File: src/core/uoeb_pkg.sv
// Purpose: shared constants and types for the out endpoint buffer status block
// Assumes: 8-bit registers on a plain strobe port, one 125 MHz clock
// Notes:
// Behaviour
// [RQ1] software writes an 8-bit y base byte holding address bits 10 to 3
// [RQ2] y buffer start is an 11-bit address, programmed byte on top
// [RQ3] low three bits of y base address are always zero
// [RQ4] successful out transaction into x buffer sets valid bit 7
// [RQ5] non-iso endpoint answers nak while x valid bit is set
// [RQ6] software writes 0 to valid before next non-iso packet is taken
// [RQ7] iso endpoint never naks and ignores the valid bit
// [RQ8] software should clear valid before reading an iso packet
// [RQ9] each new x packet updates count bits 6 to 0
// [RQ10] non-iso count is the packet byte count
// [RQ11] iso count is the packet sample count
// [RQ12] bytes to samples uses bytes-per-sample from configuration
// [RQ13] software reads the count to learn packet size
// [RQ14] software programs common x/y buffer size in 8-byte units; no buffer size register is implemented here
package uoeb_pkg;
   localparam int          ADDR_W        = 3;
   localparam int          MEM_ADDR_W    = 11;
   localparam int          BASE_LSB      = 3;
   localparam int          CNT_W         = 7;
   localparam int          VALID_BIT     = 7;
   localparam int          BPS_W         = 3;
   // register offsets
   localparam logic [2:0]  OFS_YBASE     = 3'h0;
   localparam logic [2:0]  OFS_XCNT      = 3'h1;
   localparam logic [2:0]  OFS_CFG       = 3'h2;
   localparam logic [2:0]  OFS_IRQ_STAT  = 3'h3;
   localparam logic [2:0]  OFS_IRQ_MASK  = 3'h4;
   // reset values
   localparam logic [7:0]  RST_YBASE     = 8'h00;
   localparam logic [7:0]  RST_XCNT      = 8'h00;
   localparam logic [7:0]  RST_CFG       = 8'h00;
   localparam logic [7:0]  RST_MASK      = 8'h00;
   // configuration fields
   localparam int          CFG_ISO_BIT   = 7;
   localparam int          CFG_BPS_LSB   = 0;
   // interrupt status bits
   localparam int          IRQ_PKT_BIT   = 0;
   localparam int          IRQ_NAK_BIT   = 1;
   localparam int          IRQ_W         = 2;

   typedef enum logic [1:0] {HS_NONE, HS_ACK, HS_NAK} uoeb_hs_e;

   typedef struct packed {
      logic                done;   // successful transaction ended
      logic [CNT_W-1:0]    bytes;  // bytes received
   } uoeb_pkt_s;

   typedef struct packed {
      logic [ADDR_W-1:0]   addr;
      logic [7:0]          wdata;
      logic                wr;
      logic                rd;
   } uoeb_bus_s;
endpackage

File: src/core/uoeb_sample_div.sv
// Purpose: converts a received byte count to a sample count
// Assumes: bytes-per-sample code 0 means one byte per sample
// Notes: combinational divide by 1..8, small widths keep it cheap
`timescale 1ns/1ns
`default_nettype none
module uoeb_sample_div
   import uoeb_pkg::*;
(
   input  wire logic [CNT_W-1:0] i_bytes,   // packet length in bytes
   input  wire logic [BPS_W-1:0] i_bps,     // bytes per sample minus one
   output logic      [CNT_W-1:0] o_samples  // packet length in samples
);
   wire logic [3:0] divisor = {1'b0, i_bps} + 4'h1; // [RQ12]
   assign o_samples = i_bytes / CNT_W'(divisor);
endmodule
`default_nettype wire

File: src/core/uoeb_irq.sv
// Purpose: sticky status with mask and level interrupt
// Assumes: write one to clear; a set in the same cycle wins
// Notes: none
`timescale 1ns/1ns
`default_nettype none
module uoeb_irq
   import uoeb_pkg::*;
(
   input  wire logic              i_clk,     // system clock
   input  wire logic              i_nrst,    // async reset, low
   input  wire logic [IRQ_W-1:0]  i_set,     // event pulses
   input  wire logic [IRQ_W-1:0]  i_clr,     // write-one-to-clear bits
   input  wire logic              i_mask_wr, // mask write
   input  wire logic [IRQ_W-1:0]  i_mask_d,  // mask write data
   output logic      [IRQ_W-1:0]  o_stat,    // sticky status
   output logic      [IRQ_W-1:0]  o_mask,    // mask
   output logic                   o_irq      // level interrupt
);
   logic [IRQ_W-1:0] stat_q;
   logic [IRQ_W-1:0] mask_q;
   wire  logic [IRQ_W-1:0] stat_d = (stat_q & ~i_clr) | i_set;
   always_ff @(posedge i_clk or negedge i_nrst) begin
      if (!i_nrst) begin
         stat_q <= '0;
         mask_q <= RST_MASK[IRQ_W-1:0];
      end else begin
         stat_q <= stat_d;
         if (i_mask_wr) begin
            mask_q <= i_mask_d;
         end
      end
   end
   assign o_stat = stat_q;
   assign o_mask = mask_q;
   assign o_irq  = |(stat_q & mask_q);
endmodule
`default_nettype wire

File: src/core/uoeb_top.sv
// Purpose: out endpoint y base address and x count/status registers
// Assumes: buffer manager pulses packet done with byte count after CRC ok
// Notes: handshake decision is combinational so it is ready on token arrival
`timescale 1ns/1ns
`default_nettype none
module uoeb_top
   import uoeb_pkg::*;
(
   input  wire logic                  I_CLK_SYS,      // 125 MHz clock
   input  wire logic                  I_NRST,         // async reset, low
   input  wire logic [ADDR_W-1:0]     I_ADDR,         // register address
   input  wire logic [7:0]            I_WDATA,        // write data
   input  wire logic                  I_WR,           // write strobe
   input  wire logic                  I_RD,           // read strobe
   output logic      [7:0]            O_RDATA,        // read data, cycle after strobe
   input  wire logic                  I_OUT_TOKEN,    // out/setup token for this endpoint
   input  wire logic                  I_PKT_DONE,     // successful transaction ended
   input  wire logic [CNT_W-1:0]      I_PKT_BYTES,    // bytes in that packet
   output logic      [1:0]            O_HANDSHAKE,    // handshake to send
   output logic                       O_ACCEPT,       // data may go to x buffer
   output logic      [MEM_ADDR_W-1:0] O_Y_BASE_ADDR,  // y buffer start address
   output logic                       O_IRQ           // interrupt, high level
);
   uoeb_bus_s bus;
   assign bus = '{addr: I_ADDR, wdata: I_WDATA, wr: I_WR, rd: I_RD};

   logic [7:0]       ybase_q;
   logic [7:0]       xcnt_q;
   logic [7:0]       cfg_q;
   logic [7:0]       rdata_q;
   logic [CNT_W-1:0] samples;
   logic [IRQ_W-1:0] stat;
   logic [IRQ_W-1:0] mask;

   // address decode
   wire logic wr_ybase = bus.wr && (bus.addr == OFS_YBASE);
   wire logic wr_xcnt  = bus.wr && (bus.addr == OFS_XCNT);
   wire logic wr_cfg   = bus.wr && (bus.addr == OFS_CFG);
   wire logic wr_stat  = bus.wr && (bus.addr == OFS_IRQ_STAT);
   wire logic wr_mask  = bus.wr && (bus.addr == OFS_IRQ_MASK);

   wire logic is_iso   = cfg_q[CFG_ISO_BIT];
   wire logic valid    = xcnt_q[VALID_BIT];
   // iso never naks; valid bit is ignored for it
   wire logic nak      = I_OUT_TOKEN && !is_iso && valid; // [RQ5] [RQ7] [RQ6]
   wire logic take     = I_PKT_DONE && (is_iso || !valid); // [RQ7]

   uoeb_sample_div u_div (
      .i_bytes   (I_PKT_BYTES),
      .i_bps     (cfg_q[CFG_BPS_LSB +: BPS_W]),
      .o_samples (samples)
   );

   wire logic [CNT_W-1:0] new_cnt = is_iso ? samples : I_PKT_BYTES; // [RQ10] [RQ11]

   // a packet landing in the same cycle as a software write wins
   wire logic [7:0] xcnt_d = take    ? {1'b1, new_cnt} : // [RQ4] [RQ9]
                             wr_xcnt ? bus.wdata : xcnt_q;

   always_ff @(posedge I_CLK_SYS or negedge I_NRST) begin
      if (!I_NRST) begin
         ybase_q <= RST_YBASE;
         xcnt_q  <= RST_XCNT;
         cfg_q   <= RST_CFG;
      end else begin
         xcnt_q <= xcnt_d;
         if (wr_ybase) begin
            ybase_q <= bus.wdata; // [RQ1]
         end
         if (wr_cfg) begin
            cfg_q <= bus.wdata;
         end
      end
   end

   uoeb_irq u_irq (
      .i_clk     (I_CLK_SYS),
      .i_nrst    (I_NRST),
      .i_set     ({nak, take}),
      .i_clr     (wr_stat ? bus.wdata[IRQ_W-1:0] : '0),
      .i_mask_wr (wr_mask),
      .i_mask_d  (bus.wdata[IRQ_W-1:0]),
      .o_stat    (stat),
      .o_mask    (mask),
      .o_irq     (O_IRQ)
   );

   // unmapped addresses read zero
   wire logic [7:0] rd_mux =
      (bus.addr == OFS_YBASE)    ? ybase_q :
      (bus.addr == OFS_XCNT)     ? xcnt_q  : // [RQ13]
      (bus.addr == OFS_CFG)      ? cfg_q   :
      (bus.addr == OFS_IRQ_STAT) ? {6'h00, stat} :
      (bus.addr == OFS_IRQ_MASK) ? {6'h00, mask} : 8'h00;

   always_ff @(posedge I_CLK_SYS or negedge I_NRST) begin
      if (!I_NRST) begin
         rdata_q <= 8'h00;
      end else begin
         rdata_q <= bus.rd ? rd_mux : 8'h00;
      end
   end

   assign O_RDATA       = rdata_q;
   assign O_Y_BASE_ADDR = {ybase_q, {BASE_LSB{1'b0}}}; // [RQ2] [RQ3]
   assign O_ACCEPT      = I_OUT_TOKEN && !nak;
   assign O_HANDSHAKE   = !I_OUT_TOKEN ? HS_NONE :
                          nak ? HS_NAK : (is_iso ? HS_NONE : HS_ACK);
endmodule
`default_nettype wire

File: config.mk
export PLATFORM = sky130hd
export DESIGN_NAME = uoeb_top
export DESIGN_NICKNAME = d
export VERILOG_FILES = /design/src/core/uoeb_pkg.sv /design/src/core/uoeb_sample_div.sv /design/src/core/uoeb_irq.sv /design/src/core/uoeb_top.sv
export SDC_FILE = /design/constraint.sdc
export NUM_CORES = 1
export LEC_CHECK = 0
export ABC_AREA = 0
export ABC_CLOCK_PERIOD_IN_PS = 9950
export BUFFER_PORTS_ARGS = -buffer_cell sky130_fd_sc_hd__buf_2
export CORE_UTILIZATION = 41
export CTS_CLUSTER_SIZE = 14
export DETAILED_ROUTE_END_ITERATION = 6
export PLACE_DENSITY = 0.67
export SETUP_SLACK_MARGIN = 0.3
export SYNTH_ARGS = -nofsm -noshare
export SYNTH_HDL_FRONTEND = slang
export SYNTH_HIERARCHICAL = 1
export SYNTH_SLANG_ARGS = --single-unit
export TNS_END_PERCENT = 10
File: constraint.sdc
create_clock -name I_CLK_SYS -period 9.95 [get_ports I_CLK_SYS]
set_input_delay 1.4925 -clock I_CLK_SYS [delete_from_list [all_inputs] [get_ports I_CLK_SYS]]
set_output_delay 1.4925 -clock I_CLK_SYS [all_outputs]
set_load 0.01 [all_outputs]
Word level (Yosys, flattened, before mapping):

Index checks and enable logic that the tools add are counted.

* flip-flop bits (word level): 36
* input bits: 24
* output and inout bits: 23
* logic and storage cells: 45

* add/sub/neg operators: 1
* div/mod/pow operators: 1
* eq/ne operators: 4
* multiplexer cells: 13
* bitwise logic cells: 4
* reductions and logical operators: 16

Operators by type and width (count)
* $mux W8: 6
* $mux W2: 5
* $logic_and A1 B1 Y1: 9
* $div A7 B4 Y7: 1
* $mux W7: 1
* $eq A3 B2 Y1 const B: 2
* $add A3 B1 Y4 const B: 1
* $and A2 B2 Y2: 2
* $eq A3 B1 Y1 const B: 1
* $eq A3 B3 Y1 const B: 1
* $logic_not A1 Y1: 3
* $logic_not A3 Y1: 1
* $not A2 Y2: 1
* $or A2 B2 Y2: 1
* $reduce_bool A2 Y1: 1
* $reduce_or A2 Y1: 1
* $logic_or A1 B1 Y1: 1
* $mux W1: 1

Logic depth before layout (Yosys ltp):

* depth in word-level cells: 7
* depth in mapped cells: 49
* mapped depth without buffers: 47

Cells and area by module:

The synthesis kept the hierarchy.

By module, submodules not included
* uoeb_top: times used 1, cells an instance 153, area each 1641.6 um^2
* uoeb_sample_div: times used 1, cells an instance 151, area each 1124.8 um^2
* uoeb_irq: times used 1, cells an instance 11, area each 161.4 um^2

Worst setup path after synthesis:

Ideal clock, no wire load.

* kind: input-to-reg
* from: in I_PKT_BYTES[6]
* to: reg xcnt_q[0]
* arrival time: 9.022 ns
* required time: 9.813 ns
* slack: 0.791 ns
* stages: 45
* path buffers: 2
* path through: ha_1 -> a21oi_1 -> ha_1 -> or3_1 -> nand3_1 -> and3_1 -> nor2_1 -> ha_1 -> or2_2 -> o311a_1 -> buf_6 -> or3b_1 -> o31a_2 -> inv_1 -> ha_1 -> or2_2 -> o22a_1 -> a21o_1 -> [... 9 more ...] -> nor2_1 -> a21oi_1 -> ha_1 -> nor2b_1 -> o21a_1 -> nor2_1 -> nor2b_1 -> nor2_1 -> nand3b_2 -> mux2i_1 -> ha_1 -> a21o_1 -> a21oi_1 -> nor2b_1 -> a311o_1 -> a211o_1 -> a211oi_1 -> a21oi_1

* word-level cells in the longest chain between the ends: 3

Ends and longest elaborated chain
* from (decl): RTL line uoeb_top.sv:18 `input wire logic [CNT_W-1:0] I_PKT_BYTES,`
* $div A7 B4 Y7: RTL line uoeb_sample_div.sv:14 `assign o_samples = i_bytes / CNT_W'(divisor);`
* net samples[0]: RTL line uoeb_top.sv:31 `logic [CNT_W-1:0] samples;`
* $mux W7: RTL line uoeb_top.sv:54 `wire logic [CNT_W-1:0] new_cnt = is_iso ? samples : I_PKT_BYTES;`
* $mux W8: RTL line uoeb_top.sv:57 `wire logic [7:0] xcnt_d = take ? {1'b1, new_cnt} :`
* to (signal assigned): RTL line uoeb_top.sv:66 `xcnt_q <= xcnt_d;`
* to (decl): RTL line uoeb_top.sv:28 `logic [7:0] xcnt_q;`

The timed path passes the listed nets, and every way through them passes these cells.
A chain may end at the register's enable or synchronous reset.

Final worst setup path:

Same ends and word-level chain as after synthesis.

==> report_table.html <==
<table>
<tr><th>Metric</th><th>Value</th></tr>
<tr><th colspan="2">Outcome</th></tr>
<tr><td>Status</td><td>completed</td></tr>
<tr><th colspan="2">Die</th></tr>
<tr><td>Count of standard-cell rows</td><td>30</td></tr>
<tr><td>Core Region</td><td>6830 um^2</td></tr>
<tr><td>Starting density of the core</td><td>42.9%</td></tr>
<tr><td>Number of placed I/O pins</td><td>47</td></tr>
<tr><td>Area of the die</td><td>7480 um^2</td></tr>
<tr><td>Die span in y</td><td>86.5 um</td></tr>
<tr><td>Die extent in x</td><td>86.5 um</td></tr>
<tr><th colspan="2">GRT</th></tr>
<tr><td>Most utilized layer in the global route result</td><td>met2</td></tr>
<tr><td>Fraction of met2 tracks used by global routing</td><td>31.2%</td></tr>
<tr><td>Global routing usage on met1</td><td>21.1%</td></tr>
<tr><td>Antenna violations before repair</td><td>0</td></tr>
<tr><td>Gr usage total</td><td>17.4%</td></tr>
<tr><td>Maximum number of pins on one net before global-route repair</td><td>37</td></tr>
<tr><td>First-pass GRT wire length</td><td>10.3 mm</td></tr>
<tr><td>Met3 Usage GRT</td><td>2.86%</td></tr>
<tr><td>Vias in the first global route</td><td>2246</td></tr>
<tr><td>Total overflow reported by the global router</td><td>0</td></tr>
<tr><th colspan="2">Timing</th></tr>
<tr><td>Final Hold Vio Count</td><td>0</td></tr>
<tr><td>Count of final max-slew check failures</td><td>0</td></tr>
<tr><td>Count of final setup violators</td><td>0</td></tr>
<tr><td>Max Clock Skew</td><td>0.00137 ns</td></tr>
<tr><td>Transition at the pin with the smallest max-transition slack</td><td>0.791 ns</td></tr>
<tr><td>Period minus WS final</td><td>9.25 ns</td></tr>
<tr><td>Final period util</td><td>92.9%</td></tr>
<tr><td>Fmax achieved</td><td>0.108 GHz</td></tr>
<tr><td>Setup repair after global routing missed its margin</td><td>false</td></tr>
<tr><td>Max-slew headroom</td><td>47.3%</td></tr>
<tr><th colspan="2">Yosys</th></tr>
<tr><td>Async set-reset flop share out of synthesis</td><td>100%</td></tr>
<tr><td>Top cell type by total area after synthesis</td><td>sky130_fd_sc_hd__dfrtp_1</td></tr>
<tr><td>Number of enable-type register cells in the synthesized netlist</td><td>0</td></tr>
<tr><td>Portion of synthesized cell area occupied by the leading cell type</td><td>30.8%</td></tr>
<tr><td>Post-synthesis sequential area ratio</td><td>30.8%</td></tr>
<tr><td>Top cells by area in the synthesized netlist</td><td>sky130_fd_sc_hd__dfrtp_1, sky130_fd_sc_hd__ha_1, sky130_fd_sc_hd__mux2_2</td></tr>
<tr><td>Synthesis warning total</td><td>6</td></tr>
<tr><td>Average cell area after synthesis</td><td>9.29 um^2</td></tr>
<tr><td>Post-synthesis cell count</td><td>315</td></tr>
<tr><td>Synthesis-stage register bit count</td><td>36</td></tr>
<tr><td>Number of distinct library cells after synthesis</td><td>59</td></tr>
<tr><td>Primary FF master, synth</td><td>sky130_fd_sc_hd__dfrtp_1</td></tr>
<tr><td>Total standard cell area after synthesis</td><td>2930 um^2</td></tr>
<tr><th colspan="2">Clocking</th></tr>
<tr><td>Number of clock sinks</td><td>36</td></tr>
<tr><td>CTS tree</td><td>yes</td></tr>
<tr><td>Clock tree root buffer cell</td><td>sky130_fd_sc_hd__clkbuf_8</td></tr>
<tr><td>Register clock-pin slew on the reported worst setup and hold paths</td><td>0.07 ns</td></tr>
<tr><td>Total CTS buffers</td><td>5</td></tr>
<tr><td>Hold_buf cts</td><td>0</td></tr>
<tr><td>H-tree depth reported by CTS</td><td>2</td></tr>
<tr><td>Max Root-Sink Buffers</td><td>2</td></tr>
<tr><td>Clock network latency to the later pin of the worst-skew pair</td><td>0.28 ns</td></tr>
<tr><th colspan="2">Detailed routing</th></tr>
<tr><td>Overall via count from detail_route</td><td>2468</td></tr>
<tr><td>Remaining DRCs</td><td>0</td></tr>
<tr><td>Count of TritonRoute iterations in the first routing pass</td><td>5</td></tr>
<tr><td>Detailed-route wire length per cell</td><td>14.5 um</td></tr>
<tr><td>Routed WL</td><td>6.54 mm</td></tr>
<tr><td>Number of DRC markers in iteration 0</td><td>66</td></tr>
<tr><td>Number of nets with antenna violations after detailed routing</td><td>0</td></tr>
<tr><td>Vias per inst</td><td>5.46</td></tr>
<tr><th colspan="2">Worst setup path</th></tr>
<tr><td>Signal arrival time at the worst endpoint</td><td>9.39 ns</td></tr>
<tr><td>Stages on the worst setup path</td><td>43</td></tr>
<tr><td>Number of cell instances on the worst register-to-register path</td><td>45</td></tr>
<tr><td>Critical Path Start Type</td><td>input pin</td></tr>
<tr><td>Max Fanout on Critical Path</td><td>8</td></tr>
<tr><td>Endpoint kind of the worst setup timing path</td><td>flop</td></tr>
<tr><td>Critical setup path kind</td><td>in -&gt; reg</td></tr>
<tr><td>Longest individual stage delay on the worst path</td><td>0.36 ns</td></tr>
<tr><td>Count of buffer and inverter cells on the critical path</td><td>2</td></tr>
<tr><td>Standard cell with the maximum stage delay on the critical path</td><td>sky130_fd_sc_hd__or3_1</td></tr>
<tr><td>Worst path top cell family by delay</td><td>compound AO/OA/AOI/OAI gates</td></tr>
<tr><td>Required time worst endpoint</td><td>10.09 ns</td></tr>
<tr><td>R2r startpoint</td><td>cfg_q[1]</td></tr>
<tr><td>Register-to-register setup slack</td><td>1.03 ns</td></tr>
<tr><td>Most used cell along the critical path</td><td>sky130_fd_sc_hd__ha_1</td></tr>
<tr><td>Capture point of the worst reg-to-reg path</td><td>xcnt_q[0]</td></tr>
<tr><th colspan="2">Placed design</th></tr>
<tr><td>DPL Wire Length</td><td>4.78 mm</td></tr>
<tr><td>Placer Congestion</td><td>0.795</td></tr>
<tr><td>Count of input and output buffers</td><td>43</td></tr>
<tr><th colspan="2">Job</th></tr>
<tr><td>MaxCap Viol Count</td><td>0</td></tr>
<tr><th colspan="2">Finish</th></tr>
<tr><td>Post-synthesis to final-layout area growth</td><td>15.6%</td></tr>
<tr><td>Post-Route Utilization</td><td>49.6%</td></tr>
<tr><td>Final net count</td><td>405</td></tr>
<tr><td>FF/Latch Area</td><td>901 um^2</td></tr>
<tr><td>Layout cells sized above 1</td><td>28.7%</td></tr>
<tr><td>Fill cell instance count of the final layout</td><td>669</td></tr>
<tr><td>Area of the multi-input gates</td><td>1940 um^2</td></tr>
<tr><td># diodes</td><td>0</td></tr>
<tr><th colspan="2">Min path</th></tr>
<tr><td>WHS Endpoint</td><td>cfg_q[3]</td></tr>
<tr><td>Type of the most critical hold path</td><td>reg -&gt; reg</td></tr>
<tr><td>Hold path depth</td><td>1</td></tr>
<tr><td>Critical hold path startpoint</td><td>cfg_q[3]</td></tr>
</table>
## cell type report
cell class / count / area share (%)
inverter: 17 / 1.88
multi-input combinational: 247 / 57.4
sequential: 36 / 26.6
timing repair buffer: 49 / 7.69
tap: 96 / 3.55
clock buffer: 7 / 2.85
## kinds of logic (layout without fill, tap and decap cells)
family	after synthesis	after routing	synth area share, %
adders and majority gates	25	25	10.7
buffers and inverters	34	73	5.73
muxes	40	40	14.9
AOI/OAI and AO/OA	75	75	17.7
xor gates and xnor gates	6	6	1.79
other	1	3	0.128
and+or+nand+nor	98	98	18.3
DFF	36	36	30.8
## stage by stage
step	hold slack (ns)	setup WS [ns]	std cells	instance area [um^2]	TNS (ns)
after floorplan	0.472	0.791	317	2940	0
after global placement	0.489	0.187	440	3170	0
after detailed placement	0.499	-0.00575	440	3170	-0.00575
after CTS	0.513	0.361	447	3270	0
after global routing	0.527	0.183	452	3390	0
final	0.516	0.705	452	3390	0
## placed cells by master (no fill, tap or decap), drive strengths merged, types with 2 or more instances in the layout
cell	synthesis	routed
and2	2	2
dfrtp	36	36
a21oi	27	27
o21a	8	8
nor3b	2	2
xnor2	4	4
nand2	8	8
ha	25	25
buf	10	49
mux2	22	22
clkbuf	7	7
nor2	37	37
conb	1	3
o311a	2	2
nand3b	2	2
nand4	3	3
a211oi	7	7
nor3	4	4
or3	3	3
a21o	4	4
inv	17	17
or2	3	3
and3	4	4
o21ai	11	11
o22ai	2	2
mux2i	18	18
xor2	2	2
nand2b	5	5
and3b	2	2
nor2b	14	14
nand3	4	4
## how the worst max path moves through the flow
stage | from | endpoint
floorplan | I_PKT_BYTES[6] | xcnt_q[0]
global placement | I_PKT_BYTES[6] | xcnt_q[0]
detailed placement | I_PKT_BYTES[6] | xcnt_q[0]
CTS | I_PKT_BYTES[6] | xcnt_q[0]
global route | I_PKT_BYTES[6] | xcnt_q[0]
finish | I_PKT_BYTES[6] | xcnt_q[0]
## state kept, by name (all words and copies together), names as in the netlist
signal,cells
ybase_q,8
O_RDATA,8
u_irq/o_stat,2
u_irq/o_mask,2
xcnt_q,8
cfg_q,8
## synthesized netlist by cell type, types with 2 or more instances
master and count:
sky130_fd_sc_hd__a211oi_1 7, sky130_fd_sc_hd__a21o_1 4, sky130_fd_sc_hd__a21oi_1 27, sky130_fd_sc_hd__and2_1 2, sky130_fd_sc_hd__and3_1 4, sky130_fd_sc_hd__and3b_1 2, sky130_fd_sc_hd__buf_2 2, sky130_fd_sc_hd__buf_4 6
sky130_fd_sc_hd__buf_6 2, sky130_fd_sc_hd__clkbuf_1 7, sky130_fd_sc_hd__dfrtp_1 36, sky130_fd_sc_hd__ha_1 25, sky130_fd_sc_hd__inv_1 17, sky130_fd_sc_hd__mux2_2 20, sky130_fd_sc_hd__mux2_4 2, sky130_fd_sc_hd__mux2i_1 18
sky130_fd_sc_hd__nand2_1 8, sky130_fd_sc_hd__nand2b_1 5, sky130_fd_sc_hd__nand3_1 4, sky130_fd_sc_hd__nand4_1 3, sky130_fd_sc_hd__nor2_1 37, sky130_fd_sc_hd__nor2b_1 14, sky130_fd_sc_hd__nor3_1 4, sky130_fd_sc_hd__nor3b_1 2
sky130_fd_sc_hd__o21a_1 8, sky130_fd_sc_hd__o21ai_0 7, sky130_fd_sc_hd__o21ai_1 2, sky130_fd_sc_hd__o22ai_1 2, sky130_fd_sc_hd__or2_2 2, sky130_fd_sc_hd__or3_1 3, sky130_fd_sc_hd__xnor2_1 4, sky130_fd_sc_hd__xor2_1 2
## worst reg2reg max path: cells and delay by family (launching register included)
| kind | cells | cell delay [ns] |
|---|---|---|
| flip-flops | 1 | 0.43 |
| AO/OA/AOI/OAI | 20 | 3.49 |
| adder cells (fa/ha/maj) | 7 | 1.75 |
| AND/OR/NAND/NOR | 16 | 2.87 |
| buffers and inverters | 1 | 0.05 |
| multiplexers | 1 | 0.18 |
## routing by layer
layer / share of wire, % / routed length, um
met5: 0 / 0
met4: 1.6 / 106
met3: 4.1 / 267
met2: 50 / 3290
met1: 44 / 2880
## repair_timing
action	CTS	global route
pin swaps	0	5
gates resized for setup	1	17
gates cloned	0	0
setup endpoints to repair	1	1
buffers inserted	0	5
Power is not shown: default switching activity piles up to over one toggle a cycle in this logic, so the estimate is an artifact.
